==> src/pomux_pkg.sv <==
// constants for the eight-pin port with function multiplexing
package pomux_pkg;
  // register indices; byte address is four times the index
  localparam logic [15:0] IDX_OUTPUT_LATCH = 16'h7F44;
  localparam logic [15:0] IDX_PIN_INPUT = 16'h7F45;
  localparam logic [15:0] IDX_DIRECTION_CONTROL = 16'h7F46;
  localparam logic [15:0] IDX_FUNCTION_SELECT_A = 16'h7F47;
  localparam logic [15:0] IDX_FUNCTION_SELECT_B = 16'h7FF1;
  localparam logic [17:0] ADDR_OUTPUT_LATCH = {IDX_OUTPUT_LATCH, 2'h0};
  localparam logic [17:0] ADDR_PIN_INPUT = {IDX_PIN_INPUT, 2'h0};
  localparam logic [17:0] ADDR_DIRECTION_CONTROL =
    {IDX_DIRECTION_CONTROL, 2'h0};
  localparam logic [17:0] ADDR_FUNCTION_SELECT_A =
    {IDX_FUNCTION_SELECT_A, 2'h0};
  localparam logic [17:0] ADDR_FUNCTION_SELECT_B =
    {IDX_FUNCTION_SELECT_B, 2'h0};
  // reset values
  localparam logic [7:0] RST_OUTPUT_LATCH = 8'h00;
  localparam logic [7:0] RST_DIRECTION_CONTROL = 8'h00;
  localparam logic [7:0] RST_FUNCTION_SELECT_A = 8'h00;
  localparam logic [7:0] RST_FUNCTION_SELECT_B = 8'h00;
  // pin numbers of the multiplexed functions
  localparam int PIN_SERIAL_DATA_IN = 1;
  localparam int PIN_SERIAL_CLOCK = 2;
  localparam int PIN_ASYNC_ZERO_RX = 4;
  localparam int PIN_ASYNC_TWO_RX = 6;
  // level a peripheral input sees while no pin feeds it
  localparam logic PERIPH_IDLE = 1'h1;
  // bus responses
  localparam logic [1:0] RESP_OKAY = 2'h0;
  localparam logic [1:0] RESP_DECERR = 2'h3;
endpackage : pomux_pkg

==> src/pomux_port.sv <==
// eight-pin port with function multiplexing behind an axi4-lite slave
`timescale 1ns/1ps

// How it works
// eight pins, each pin's direction taken from its direction bit under select 00
// pin input register returns current pin levels, inverted under the inverted-input settings
// inverted-input settings invert read data and the peripheral input
// select 00: float, pull-up, or drive latch by direction and latch
// select 01: slow latch drive, drive low, or open with inverted read
// select 10: low, inverted peripheral, peripheral, or high
// select 11: slow low, slow peripheral, open drain peripheral, or open
// pin 0 carries serial data out, feeds no peripheral input
// pin 1 carries serial data out, feeds serial data in when A set
// pin 2 carries serial clock out, feeds serial clock in when A set
// pin 3 carries async channel zero transmit, feeds nothing
// pin 4 carries timer low, feeds async zero receive only at 1111
// pin 5 carries timer high output, feeds no peripheral input
// pin 6 has no output function, feeds async two receive at A,B,dir
// pin 7 carries async channel two transmit, feeds nothing
// reset clears latch, direction and both selects: pins float
// pad state is frozen while any standby mode is active
// slow-edge and open-drain controls go to the pad per pin
module pomux_port (
  input wire logic clk_sys,
  input wire logic resetn,
  // axi4-lite slave
  input wire logic [31:0] s_axi_awaddr,
  input wire logic s_axi_awvalid,
  output logic s_axi_awready,
  input wire logic [31:0] s_axi_wdata,
  input wire logic [3:0] s_axi_wstrb,
  input wire logic s_axi_wvalid,
  output logic s_axi_wready,
  output logic [1:0] s_axi_bresp,
  output logic s_axi_bvalid,
  input wire logic s_axi_bready,
  input wire logic [31:0] s_axi_araddr,
  input wire logic s_axi_arvalid,
  output logic s_axi_arready,
  output logic [31:0] s_axi_rdata,
  output logic [1:0] s_axi_rresp,
  output logic s_axi_rvalid,
  input wire logic s_axi_rready,
  // pads
  input wire logic [7:0] pin_in,
  output logic [7:0] pin_out,
  output logic [7:0] pin_oe,
  output logic [7:0] pin_pullup,
  output logic [7:0] pin_slow_edge,
  output logic [7:0] pin_open_drain,
  // low-power standby indication, any of the three modes
  input wire logic standby_active,
  // peripheral outputs
  input wire logic serial_channel_zero_data_out,
  input wire logic serial_channel_zero_clock_out,
  input wire logic async_channel_zero_tx,
  input wire logic timer_three_low_out,
  input wire logic timer_three_high_out,
  input wire logic async_channel_two_tx,
  // peripheral inputs
  output logic serial_channel_zero_data_in,
  output logic serial_channel_zero_clock_in,
  output logic async_channel_zero_rx,
  output logic async_channel_two_rx
);

  typedef struct packed {
    logic [7:0] latch;
    logic [7:0] dir;
    logic [7:0] fsa;
    logic [7:0] fsb;
    logic [7:0] pin_q;
    logic [7:0] pad_out;
    logic [7:0] pad_oe;
    logic [7:0] pad_pu;
    logic [7:0] pad_slow;
    logic [7:0] pad_od;
    logic [3:0] per_in;
    logic aw_held;
    logic [31:0] aw_addr;
    logic w_held;
    logic [7:0] w_data;
    logic w_lane0;
    logic awready;
    logic wready;
    logic bvalid;
    logic [1:0] bresp;
    logic arready;
    logic rvalid;
    logic [31:0] rdata;
    logic [1:0] rresp;
  } pomux_state_t;
  pomux_state_t s_reg;
  pomux_state_t s_next;

  logic [7:0] periph_out;
  logic [7:0] inv_c;
  logic [7:0] out_c;
  logic [7:0] oe_c;
  logic [7:0] pu_c;
  logic [7:0] slow_c;
  logic [7:0] od_c;
  logic [7:0] read_c;
  // pins that feed peripheral inputs
  localparam int PIN_SERIAL_DATA_IN = pomux_pkg::PIN_SERIAL_DATA_IN;
  localparam int PIN_SERIAL_CLOCK = pomux_pkg::PIN_SERIAL_CLOCK;
  localparam int PIN_ASYNC_ZERO_RX = pomux_pkg::PIN_ASYNC_ZERO_RX;
  localparam int PIN_ASYNC_TWO_RX = pomux_pkg::PIN_ASYNC_TWO_RX;

  ////////////////////////////////////////////////////////////////////////////
  // per-pin decode of select a, select b, latch and direction
  // peripheral output each pin offers; pin 6 has none and acts as high
  assign periph_out = {async_channel_two_tx, 1'h1, timer_three_high_out,
    timer_three_low_out, async_channel_zero_tx,
    serial_channel_zero_clock_out, serial_channel_zero_data_out,
    serial_channel_zero_data_out};

  // drive, enable, pull-up, slow, open drain and read inversion
  always_comb
  begin
    for (int k = 0; k < 8; k++)
    begin
      out_c[k] = 1'h0;
      oe_c[k] = 1'h0;
      pu_c[k] = 1'h0;
      slow_c[k] = 1'h0;
      od_c[k] = 1'h0;
      inv_c[k] = 1'h0;
      case ({s_reg.fsa[k], s_reg.fsb[k]})
        2'h0:
        begin
          // float, pull-up or plain drive
          oe_c[k] = s_reg.dir[k];
          out_c[k] = s_reg.latch[k];
          pu_c[k] = ~s_reg.dir[k] & s_reg.latch[k];
        end
        2'h1:
        begin
          // slow latch drive as input, else low or open with inverted read
          out_c[k] = ~s_reg.dir[k] & s_reg.latch[k];
          oe_c[k] = ~s_reg.dir[k] | ~s_reg.latch[k];
          slow_c[k] = ~s_reg.dir[k];
          inv_c[k] = s_reg.dir[k] & s_reg.latch[k];
        end
        2'h2:
        begin
          oe_c[k] = 1'h1;
          case ({s_reg.latch[k], s_reg.dir[k]})
            2'h0: out_c[k] = 1'h0;
            2'h2:
            begin
              out_c[k] = ~periph_out[k];
              inv_c[k] = 1'h1;
            end
            2'h1: out_c[k] = periph_out[k];
            default: out_c[k] = 1'h1;
          endcase
        end
        default:
        begin
          case ({s_reg.latch[k], s_reg.dir[k]})
            2'h0:
            begin
              oe_c[k] = 1'h1;
              slow_c[k] = 1'h1;
            end
            2'h2:
            begin
              out_c[k] = periph_out[k];
              oe_c[k] = 1'h1;
              slow_c[k] = 1'h1;
            end
            2'h1:
            begin
              // pull low only, release for a high
              oe_c[k] = ~periph_out[k];
              od_c[k] = 1'h1;
            end
            default: oe_c[k] = 1'h0;
          endcase
        end
      endcase
    end
  end

  // read data from the pins, inverted where configured
  assign read_c = s_reg.pin_q ^ inv_c;

  ////////////////////////////////////////////////////////////////////////////
  // next state: registers, pads, peripheral inputs and bus
  always_comb
  begin
    logic wr_ok;
    logic [17:0] wa;
    logic [17:0] ra;
    logic rhi;
    s_next = s_reg;
    wr_ok = 1'h0;
    wa = s_reg.aw_addr[17:0];
    ra = s_axi_araddr[17:0];
    rhi = |s_axi_araddr[31:18];
    // pin levels sampled every cycle
    s_next.pin_q = pin_in;
    // pads keep their state during standby
    if (!standby_active)
    begin
      s_next.pad_out = out_c;
      s_next.pad_oe = oe_c;
      s_next.pad_pu = pu_c;
      s_next.pad_slow = slow_c;
      s_next.pad_od = od_c;
    end
    // peripheral inputs
    s_next.per_in[0] = s_reg.fsa[PIN_SERIAL_DATA_IN] ?
      read_c[PIN_SERIAL_DATA_IN] : pomux_pkg::PERIPH_IDLE;
    s_next.per_in[1] = s_reg.fsa[PIN_SERIAL_CLOCK] ?
      read_c[PIN_SERIAL_CLOCK] : pomux_pkg::PERIPH_IDLE;
    s_next.per_in[2] = (s_reg.fsa[PIN_ASYNC_ZERO_RX] &
      s_reg.fsb[PIN_ASYNC_ZERO_RX] & s_reg.latch[PIN_ASYNC_ZERO_RX] &
      s_reg.dir[PIN_ASYNC_ZERO_RX]) ? read_c[PIN_ASYNC_ZERO_RX] :
      pomux_pkg::PERIPH_IDLE;
    s_next.per_in[3] = (s_reg.fsa[PIN_ASYNC_TWO_RX] &
      s_reg.fsb[PIN_ASYNC_TWO_RX] & s_reg.dir[PIN_ASYNC_TWO_RX]) ?
      read_c[PIN_ASYNC_TWO_RX] : pomux_pkg::PERIPH_IDLE;
    // write address and data taken in either order
    if (s_axi_awvalid && s_reg.awready)
    begin
      s_next.aw_held = 1'h1;
      s_next.aw_addr = s_axi_awaddr;
    end
    if (s_axi_wvalid && s_reg.wready)
    begin
      s_next.w_held = 1'h1;
      s_next.w_data = s_axi_wdata[7:0];
      s_next.w_lane0 = s_axi_wstrb[0];
    end
    // write once both halves are held and no response is pending
    if (s_reg.aw_held && s_reg.w_held && !s_reg.bvalid)
    begin
      s_next.aw_held = 1'h0;
      s_next.w_held = 1'h0;
      s_next.bvalid = 1'h1;
      wr_ok = ~|s_reg.aw_addr[31:18];
      if (wr_ok)
      begin
        case (wa)
          pomux_pkg::ADDR_OUTPUT_LATCH:
            if (s_reg.w_lane0) s_next.latch = s_reg.w_data;
          pomux_pkg::ADDR_DIRECTION_CONTROL:
            if (s_reg.w_lane0) s_next.dir = s_reg.w_data;
          pomux_pkg::ADDR_FUNCTION_SELECT_A:
            if (s_reg.w_lane0) s_next.fsa = s_reg.w_data;
          pomux_pkg::ADDR_FUNCTION_SELECT_B:
            if (s_reg.w_lane0) s_next.fsb = s_reg.w_data;
          pomux_pkg::ADDR_PIN_INPUT: wr_ok = 1'h1;
          default: wr_ok = 1'h0;
        endcase
      end
      s_next.bresp = wr_ok ? pomux_pkg::RESP_OKAY : pomux_pkg::RESP_DECERR;
    end
    if (s_reg.bvalid && s_axi_bready)
      s_next.bvalid = 1'h0;
    s_next.awready = ~s_next.aw_held & ~s_next.bvalid;
    s_next.wready = ~s_next.w_held & ~s_next.bvalid;
    // read channel
    if (s_reg.rvalid && s_axi_rready)
      s_next.rvalid = 1'h0;
    if (s_axi_arvalid && s_reg.arready)
    begin
      s_next.rvalid = 1'h1;
      s_next.rdata = 32'h0000_0000;
      s_next.rresp = pomux_pkg::RESP_OKAY;
      if (rhi)
        s_next.rresp = pomux_pkg::RESP_DECERR;
      else
      begin
        case (ra)
          pomux_pkg::ADDR_OUTPUT_LATCH: s_next.rdata[7:0] = s_reg.latch;
          pomux_pkg::ADDR_PIN_INPUT: s_next.rdata[7:0] = read_c;
          pomux_pkg::ADDR_DIRECTION_CONTROL: s_next.rdata[7:0] = s_reg.dir;
          pomux_pkg::ADDR_FUNCTION_SELECT_A: s_next.rdata[7:0] = s_reg.fsa;
          pomux_pkg::ADDR_FUNCTION_SELECT_B: s_next.rdata[7:0] = s_reg.fsb;
          default: s_next.rresp = pomux_pkg::RESP_DECERR;
        endcase
      end
    end
    s_next.arready = ~s_next.rvalid;
  end

  // state register with synchronous reset
  always_ff @(posedge clk_sys)
  begin
    if (!resetn)
    begin
      s_reg <= '0;
      s_reg.latch <= pomux_pkg::RST_OUTPUT_LATCH;
      s_reg.dir <= pomux_pkg::RST_DIRECTION_CONTROL;
      s_reg.fsa <= pomux_pkg::RST_FUNCTION_SELECT_A;
      s_reg.fsb <= pomux_pkg::RST_FUNCTION_SELECT_B;
      s_reg.per_in <= 4'hF;
    end
    else
      s_reg <= s_next;
  end

  ////////////////////////////////////////////////////////////////////////////
  // outputs straight from the state register
  assign s_axi_awready = s_reg.awready;
  assign s_axi_wready = s_reg.wready;
  assign s_axi_bvalid = s_reg.bvalid;
  assign s_axi_bresp = s_reg.bresp;
  assign s_axi_arready = s_reg.arready;
  assign s_axi_rvalid = s_reg.rvalid;
  assign s_axi_rdata = s_reg.rdata;
  assign s_axi_rresp = s_reg.rresp;
  assign pin_out = s_reg.pad_out;
  assign pin_oe = s_reg.pad_oe;
  assign pin_pullup = s_reg.pad_pu;
  assign pin_slow_edge = s_reg.pad_slow;
  assign pin_open_drain = s_reg.pad_od;
  assign serial_channel_zero_data_in = s_reg.per_in[0];
  assign serial_channel_zero_clock_in = s_reg.per_in[1];
  assign async_channel_zero_rx = s_reg.per_in[2];
  assign async_channel_two_rx = s_reg.per_in[3];
endmodule : pomux_port

==> config.mk <==
export PLATFORM = sky130hd
export DESIGN_NAME = pomux_port
export DESIGN_NICKNAME = d
export VERILOG_FILES = /design/src/pomux_pkg.sv /design/src/pomux_port.sv
export SDC_FILE = /design/constraint.sdc
export NUM_CORES = 1
export LEC_CHECK = 0
export BUFFER_PORTS_ARGS = -buffer_cell sky130_fd_sc_hd__buf_4
export CORE_MARGIN = 2
export CORE_UTILIZATION = 39
export CTS_CLUSTER_SIZE = 14
export DETAILED_ROUTE_END_ITERATION = 8
export GPL_TIMING_DRIVEN = 0
export HOLD_SLACK_MARGIN = 0.02
export PLACE_DENSITY = 0.66
export SYNTH_ARGS = -nofsm -noshare
export SYNTH_HDL_FRONTEND = slang
export SYNTH_SLANG_ARGS = --single-unit
==> constraint.sdc <==
create_clock -name clk_sys -period 2.6 [get_ports clk_sys]
set_clock_uncertainty 0.1 [all_clocks]
set_input_delay 0.13 -clock clk_sys [delete_from_list [all_inputs] [get_ports clk_sys]]
set_output_delay 0.13 -clock clk_sys [all_outputs]
set_load 0.005 [all_outputs]
==> qor.csv, run 1 <==
stage,metric,value,unit
place,DP Wirelength,16330,microns
clocking,"Reg clk slew, reported paths",70,ps
power,Total Power,5.238,mW
power,Pwr per Cell Area,488.6,nW/um^2
timing,Relative slew margins,0.2932,
clocking,Root Driver,clkbuf_16,
detailed_routing,DRC,0,
layout,P&R area growth vs syn,39.66,%
floorplanning,Initial Util,0.3957,
detailed_routing,vias per cell,4.944,
worst_setup_path,Crit. End Element,flop,
layout,most frequent cells in the layout,"229 x buf_4, 142 x dfxtp_1, 118 x nand2_1, 89 x dlygate4sd3_1, 64 x nor2b_1",
synth,ys flop type,dfxtp_1,
floorplanning,# IOs,207,
clocking,H-tree Lvls,4,
power,Worst VDD drop,0.4940,mV
worst_setup_path,Worst Setup SP,s_axi_arready,
synth,Synth Area in Adders,0.05705,
clocking,total CTS buffers,17,
synth,post-synthesis compound-gate area fraction,0.1723,
synth,mux contribution to synthesized area,0.06047,
floorplanning,row count,51,
worst_setup_path,WP data arrival,2720,ps
floorplanning,die area,20820,sq um
detailed_routing,first-pass detailed-route iteration total,5,
detailed_routing,DRT iter0 DRCs,368,
grt,M1 GR Usage,0.2902,
grt,met3 usage,0.06391,
layout,Finished Cell Area,10720,sq um
hold_path,worst hold path depth,5,
timing,worst slew pin tran,1058,ps
grt,vias in the first global route,6833,
timing,post-route clock period utilization,0.9446,
place,Placed Cells,1327,
timing,hold_ws,36.00,ps
synth,mean post-synth cell area,8.654,sq um
worst_setup_path,worst endpoint required time,2860,ps
layout,share of cells above drive strength 1,0.2350,
worst_setup_path,"Max FO, Critical Path",5,
worst_setup_path,reg2reg end,s_axi_rdata[4],
synth,Mapped Area,7676,sq um
grt,GR peak layer,met2,
grt,largest net degree at the start of global routing,17,
layout,"Core Util, Final",0.5526,
timing,setup TNS,0,ps
timing,setup violators final,0,
synth,Synth Area in Simple Gates,0.2246,
detailed_routing,Wirelength per Cell,16.02,microns
clocking,CTS tree,built,
timing,min Tclk post-route,2456,ps
floorplanning,die span in x,144.3,microns
run_status,status,finished clean,
grt,Overflow after GRT,0,
layout,"commonest non-fill, non-tap cell in the layout",buf_4,
layout,final std cells w/o fill,1449,
clocking,clk buf depth,2,
hold_path,worst min path class,in -> reg,
clocking,# clock sinks,142,
detailed_routing,final wirelength,23210,microns
grt,met2 Resource Use GR,0.3724,
power,leak pwr,4.650,nW
grt,first-pass GRT wire length,35860,microns
timing,max-slew violation count,0,
timing,Final Hold Viols,0,
synth,register bit count reported by yosys,142,
worst_setup_path,reg2reg path depth,5,
synth,post-synthesis xor/xnor area fraction,0.001141,
synth,"EDFF count, synth",0,
synth,largest family of logic cells by synthesized area,simple AND/OR/NAND/NOR gates,
floorplanning,Die Y,144.3,microns
detailed_routing,DRT antenna net count,0,
worst_setup_path,crit path launch type,flop,
timing,f_max,0.4072,GHz
worst_setup_path,Critical R2R Launch,s_axi_arready,
place,dpl ws,-112.2,ps
clocking,Clock Latency Late Sink,430,ps
timing,RSZ-0062 raised after global routing,no,
detailed_routing,DR vias,7164,
grt,gr usage total,0.2252,
layout,max reg flops,83,
synth,post-synthesis sequential area ratio,0.3703,
synth,Yosys warnings,0,
grt,initial antenna violation count,1,
place,I/O Buffers,152,
place,gpl congestion,0.8486,
worst_setup_path,critical setup path kind,reg -> reg,
timing,PnR worst setup slack,144.1,ps
synth,ys async rst share,0,
floorplanning,Placeable Area,19400,sq um
place,Post-DP Area,9235,sq um
worst_setup_path,FF-to-FF setup slack,140,ps
synth,Cell variety after synth,61,
worst_setup_path,worst setup path end,s_axi_rdata[4],
clocking,postcts setup bufs,0,
layout,Final nets,1327,
synth,Syn Inst Count,887,
job,Max-Cap Viols,0,
[report_power, final]
part | switching [mW] | internal, mW | total, mW
Clock | 1.07 | 1.35 | 2.42
Sequential | 0.0424 | 2.23 | 2.27
Combinational | 0.236 | 0.313 | 0.549
Total | 1.35 | 3.89 | 5.24
[Yosys cell counts (9+ instances only)]
cell      number  share of area
nor3_1        15         0.0098
nor2b_1       64          0.052
clkbuf_1      41          0.020
o211ai_1       9         0.0088
a21boi_0      48          0.047
mux2i_1       43          0.056
nor2_1        34          0.017
nor4bb_1       9          0.012
inv_1         25          0.012
buf_4         77          0.075
dfxtp_1      142           0.37
a21oi_1       37          0.024
and2_1        17          0.014
nand2_1      118          0.058
o21ai_0       30          0.020
a32oi_1       10          0.011
ha_1          35          0.057
[repair_timing]
item / 4_1_cts / 5_1_grt
endpoints found under the setup margin: 0 / 2
hold buffers: 89 / 0
gates resized for setup: 0 / 2
hold endpoints to repair: 58 / 0
[final cells by class]
cell class | instances | area (sq um)
buffer | 128 | 774.5
tap | 265 | 331.6
clock inverter | 15 | 151.4
inverter | 26 | 97.59
sequential | 142 | 2843
clock buffer | 17 | 425.4
timing repair buffer | 241 | 2032
fill | 1805 | 8678
multi-input combinational | 614 | 4063
antenna | 1 | 2.502
[how the worst min path moves through the flow]
| stage | startpoint | endpoint | slack (ps) |
|---|---|---|---|
| floorplan | pin_in[0] | s_reg[128] | 160 |
| global placement | pin_in[3] | s_reg[131] | 240 |
| detailed placement | pin_in[4] | s_reg[132] | 240 |
| CTS | timer_three_low_out | pin_oe[4] | 20 |
| global route | s_axi_wvalid | s_reg[43] | 60 |
| finish | async_channel_zero_tx | pin_oe[3] | 40 |
[critical path, stage by stage (launching register included)]
cell	delay, ps
dfxtp_1	380
nor4bb_1	270
and4_1	430
nor3b_1	820
o21ai_0	220
a21oi_1	170
[cell families after synthesis]
kind of cell             Yosys count
AO/OA/AOI/OAI                    187
XOR/XNOR                           1
adder cells (fa/ha/maj)           35
buffers and inverters            154
flip-flops                       142
multiplexers                      46
other                              1
AND/OR/NAND/NOR                  321
[metal layers]
metal,part of all wire,wire (microns)
met2,0.46,10590
met1,0.45,10550
met4,0.014,330
met3,0.075,1742
met5,0,0
(Power assumes the default switching activity.)
==> run 2: changes to the inputs <==
--- a/config.mk
+++ b/config.mk
@@ -6,13 +6,13 @@
 export NUM_CORES = 1
 export LEC_CHECK = 0
 export BUFFER_PORTS_ARGS = -buffer_cell sky130_fd_sc_hd__buf_4
-export CORE_MARGIN = 2
-export CORE_UTILIZATION = 39
+export CORE_MARGIN = 1
+export CORE_UTILIZATION = 30
 export CTS_CLUSTER_SIZE = 14
 export DETAILED_ROUTE_END_ITERATION = 8
 export GPL_TIMING_DRIVEN = 0
 export HOLD_SLACK_MARGIN = 0.02
-export PLACE_DENSITY = 0.66
+export PLACE_DENSITY = 0.55
 export SYNTH_ARGS = -nofsm -noshare
 export SYNTH_HDL_FRONTEND = slang
 export SYNTH_SLANG_ARGS = --single-unit
==> run 2 against run 1 <==
Effect of this change:
- sequential power about the same
- first-iteration DRC count increased by 27%
- clock-buffer cell count unchanged
- register-to-register slack about the same
- core utilization decreased by 12 points
==> qor.csv, run 2 (synthesis results as in run 1) <==
stage,metric,value,unit,change
clocking,H-tree Lvls,4,,unchanged
power,Reg power frac,0.428,,-0.006
floorplanning,Initial Util,0.3057,,-0.08999
worst_setup_path,critical setup path kind,reg -> reg,,
power,Pint,3.911,mW,+0.55%
floorplanning,# IOs,207,,unchanged
detailed_routing,Wirelength per Cell,15.70,microns,-2.0%
layout,number of diodes,0,,-1
timing,RSZ-0062 raised after global routing,no,,
detailed_routing,vias per cell,4.722,,-4.5%
clocking,total CTS buffers,17,,unchanged
timing,worst slew pin tran,1056,ps,-1.510 ps
grt,first-pass GRT wire length,37030,microns,+3.3%
layout,FILL cells,2565,,+42%
run_status,status,finished clean,,
power,leak pwr,4.655,nW,+0.11%
layout,max reg flops,83,,unchanged
detailed_routing,DRT iter0 DRCs,466,,+27%
clocking,clk buf depth,2,,unchanged
worst_setup_path,FF-to-FF setup slack,150,ps,about the same
grt,Overflow after GRT,0,,unchanged
power,NetSw,1.392,mW,+3.3%
timing,f_max,0.4075,GHz,about the same
floorplanning,die area,26230,sq um,+26%
timing,setup violators final,0,,unchanged
detailed_routing,DRT antenna net count,0,,unchanged
worst_setup_path,WP data arrival,2670,ps,-50 ps
timing,max-slew violation count,0,,unchanged
layout,final std cells w/o fill,1512,,+4.3%
worst_setup_path,crit path launch type,flop,,
place,Placed Cells,1392,,+4.9%
layout,Final nets,1326,,-0.075%
clocking,Clock Latency Late Sink,440,ps,about the same
layout,share of cells above drive strength 1,0.2352,,about the same
place,I/O Buffers,152,,unchanged
timing,Relative slew margins,0.2858,,-0.007391
layout,Storage cell area,2843,sq um,unchanged
grt,gr usage total,0.1856,,-0.03957
layout,most frequent cells in the layout,"229 x buf_4, 142 x dfxtp_1, 118 x nand2_1, 88 x dlygate4sd3_1, 64 x nor2b_1",,
grt,initial antenna violation count,0,,-1
hold_path,worst min path class,in -> reg,,
detailed_routing,DR vias,7140,,-0.34%
timing,min Tclk post-route,2454,ps,-2.062 ps
floorplanning,Placeable Area,25110,sq um,+29%
timing,post-route clock period utilization,0.9438,,about the same
clocking,# clock sinks,142,,unchanged
power,Worst VDD drop,0.3585,mV,-27%
job,Max-Cap Viols,0,,unchanged
grt,largest net degree at the start of global routing,17,,unchanged
clocking,"Reg clk slew, reported paths",70,ps,about the same
place,gpl congestion,0.8183,,-3.6%
layout,"commonest non-fill, non-tap cell in the layout",buf_4,,
floorplanning,row count,58,,+14%
power,switching share of power,0.2625,,+0.005099
power,Comb pwr share,0.103,,-0.002
clocking,postcts setup bufs,0,,unchanged
power,clock share of power,0.468,,+0.007
clocking,CTS tree,built,,
floorplanning,die span in x,162.0,microns,+12%
power,Pwr per Cell Area,491.6,nW/um^2,+0.60%
layout,P&R area growth vs syn,40.55,%,
power,Total Power,5.304,mW,+1.2%
timing,Final Hold Viols,0,,unchanged
layout,Multi-input gate area,4053,sq um,-0.25%
grt,vias in the first global route,6754,,-1.2%
place,DP Wirelength,17110,microns,+4.8%
clocking,Root Driver,clkbuf_16,,
worst_setup_path,worst endpoint required time,2820,ps,-40 ps
detailed_routing,first-pass detailed-route iteration total,5,,unchanged
detailed_routing,DRC,0,,unchanged
worst_setup_path,Crit. End Element,flop,,
worst_setup_path,"Max FO, Critical Path",8,,+3
floorplanning,Die Y,162.0,microns,+12%
detailed_routing,final wirelength,23730,microns,+2.2%
## run 2: repair_timing
action	CTS	global route
hold buffers	88	0
endpoints found under the setup margin	0	7
resized for setup	0	1
endpoints found under the hold margin	61	0
## run 2: cell type report
cell class | count | area share
timing repair buffer | 240 | 0.1874
inverter | 26 | 0.009046
sequential | 142 | 0.2635
buffer | 128 | 0.07178
clock buffer | 17 | 0.03943
multi-input combinational | 614 | 0.3756
tap | 330 | 0.03827
clock inverter | 15 | 0.01496
## run 2: worst paths after layout
kind | startpoint | endpoint | depth (start not counted)
max | s_reg[51] | s_reg[151] | 5
min | resetn | s_axi_wready | 3
max reg2reg | s_reg[51] | s_reg[151] | 5
min reg2reg | s_reg[82] | s_reg[82] | 2
## run 2: layer usage
layer,GRT usage,vias up,share of wire
met1,0.2372,3303,0.46
met2,0.2946,224,0.44
met3,0.05771,40,0.075
met5,0,-,0
li1,-,3573,-
met4,0.06304,0,0.022
## run 2: power by group through the flow
stage                     sequential (mW)  clock, mW  combinational (mW)
after global routing                 2.28       2.62               0.600
final                                2.27       2.48               0.548
after CTS                            2.27       2.52               0.547
after detailed placement             2.32          0               0.445
after global placement               2.32          0               0.441
after floorplan                      2.31          0               0.224
## run 2: critical path: stages (launching register included)
cell,delay [ps]
dfxtp_1,320
or4b_1,570
nor4_4,440
nand4_2,520
mux2i_1,320
nor2b_1,60
## run 2: per-stage QoR
step | TNS (ps) | util | worst slack (ps) | hold slack (ps) | instance area (sq um)
4_1_cts | 0 | 0.4295 | 18.54 | 21.97 | 10780
2_1_floorplan | 0 | - | 537.0 | 157.3 | 7762
5_1_grt | 0 | 0.4297 | 74.19 | 55.59 | 10790
6_report | 0 | 0.4297 | 146.1 | 20.90 | 10790
3_3_place_gp | -2685 | 0.3710 | -398.7 | 241.4 | 9316
3_5_place_dp | -2676 | 0.3710 | -419.4 | 244.3 | 9316
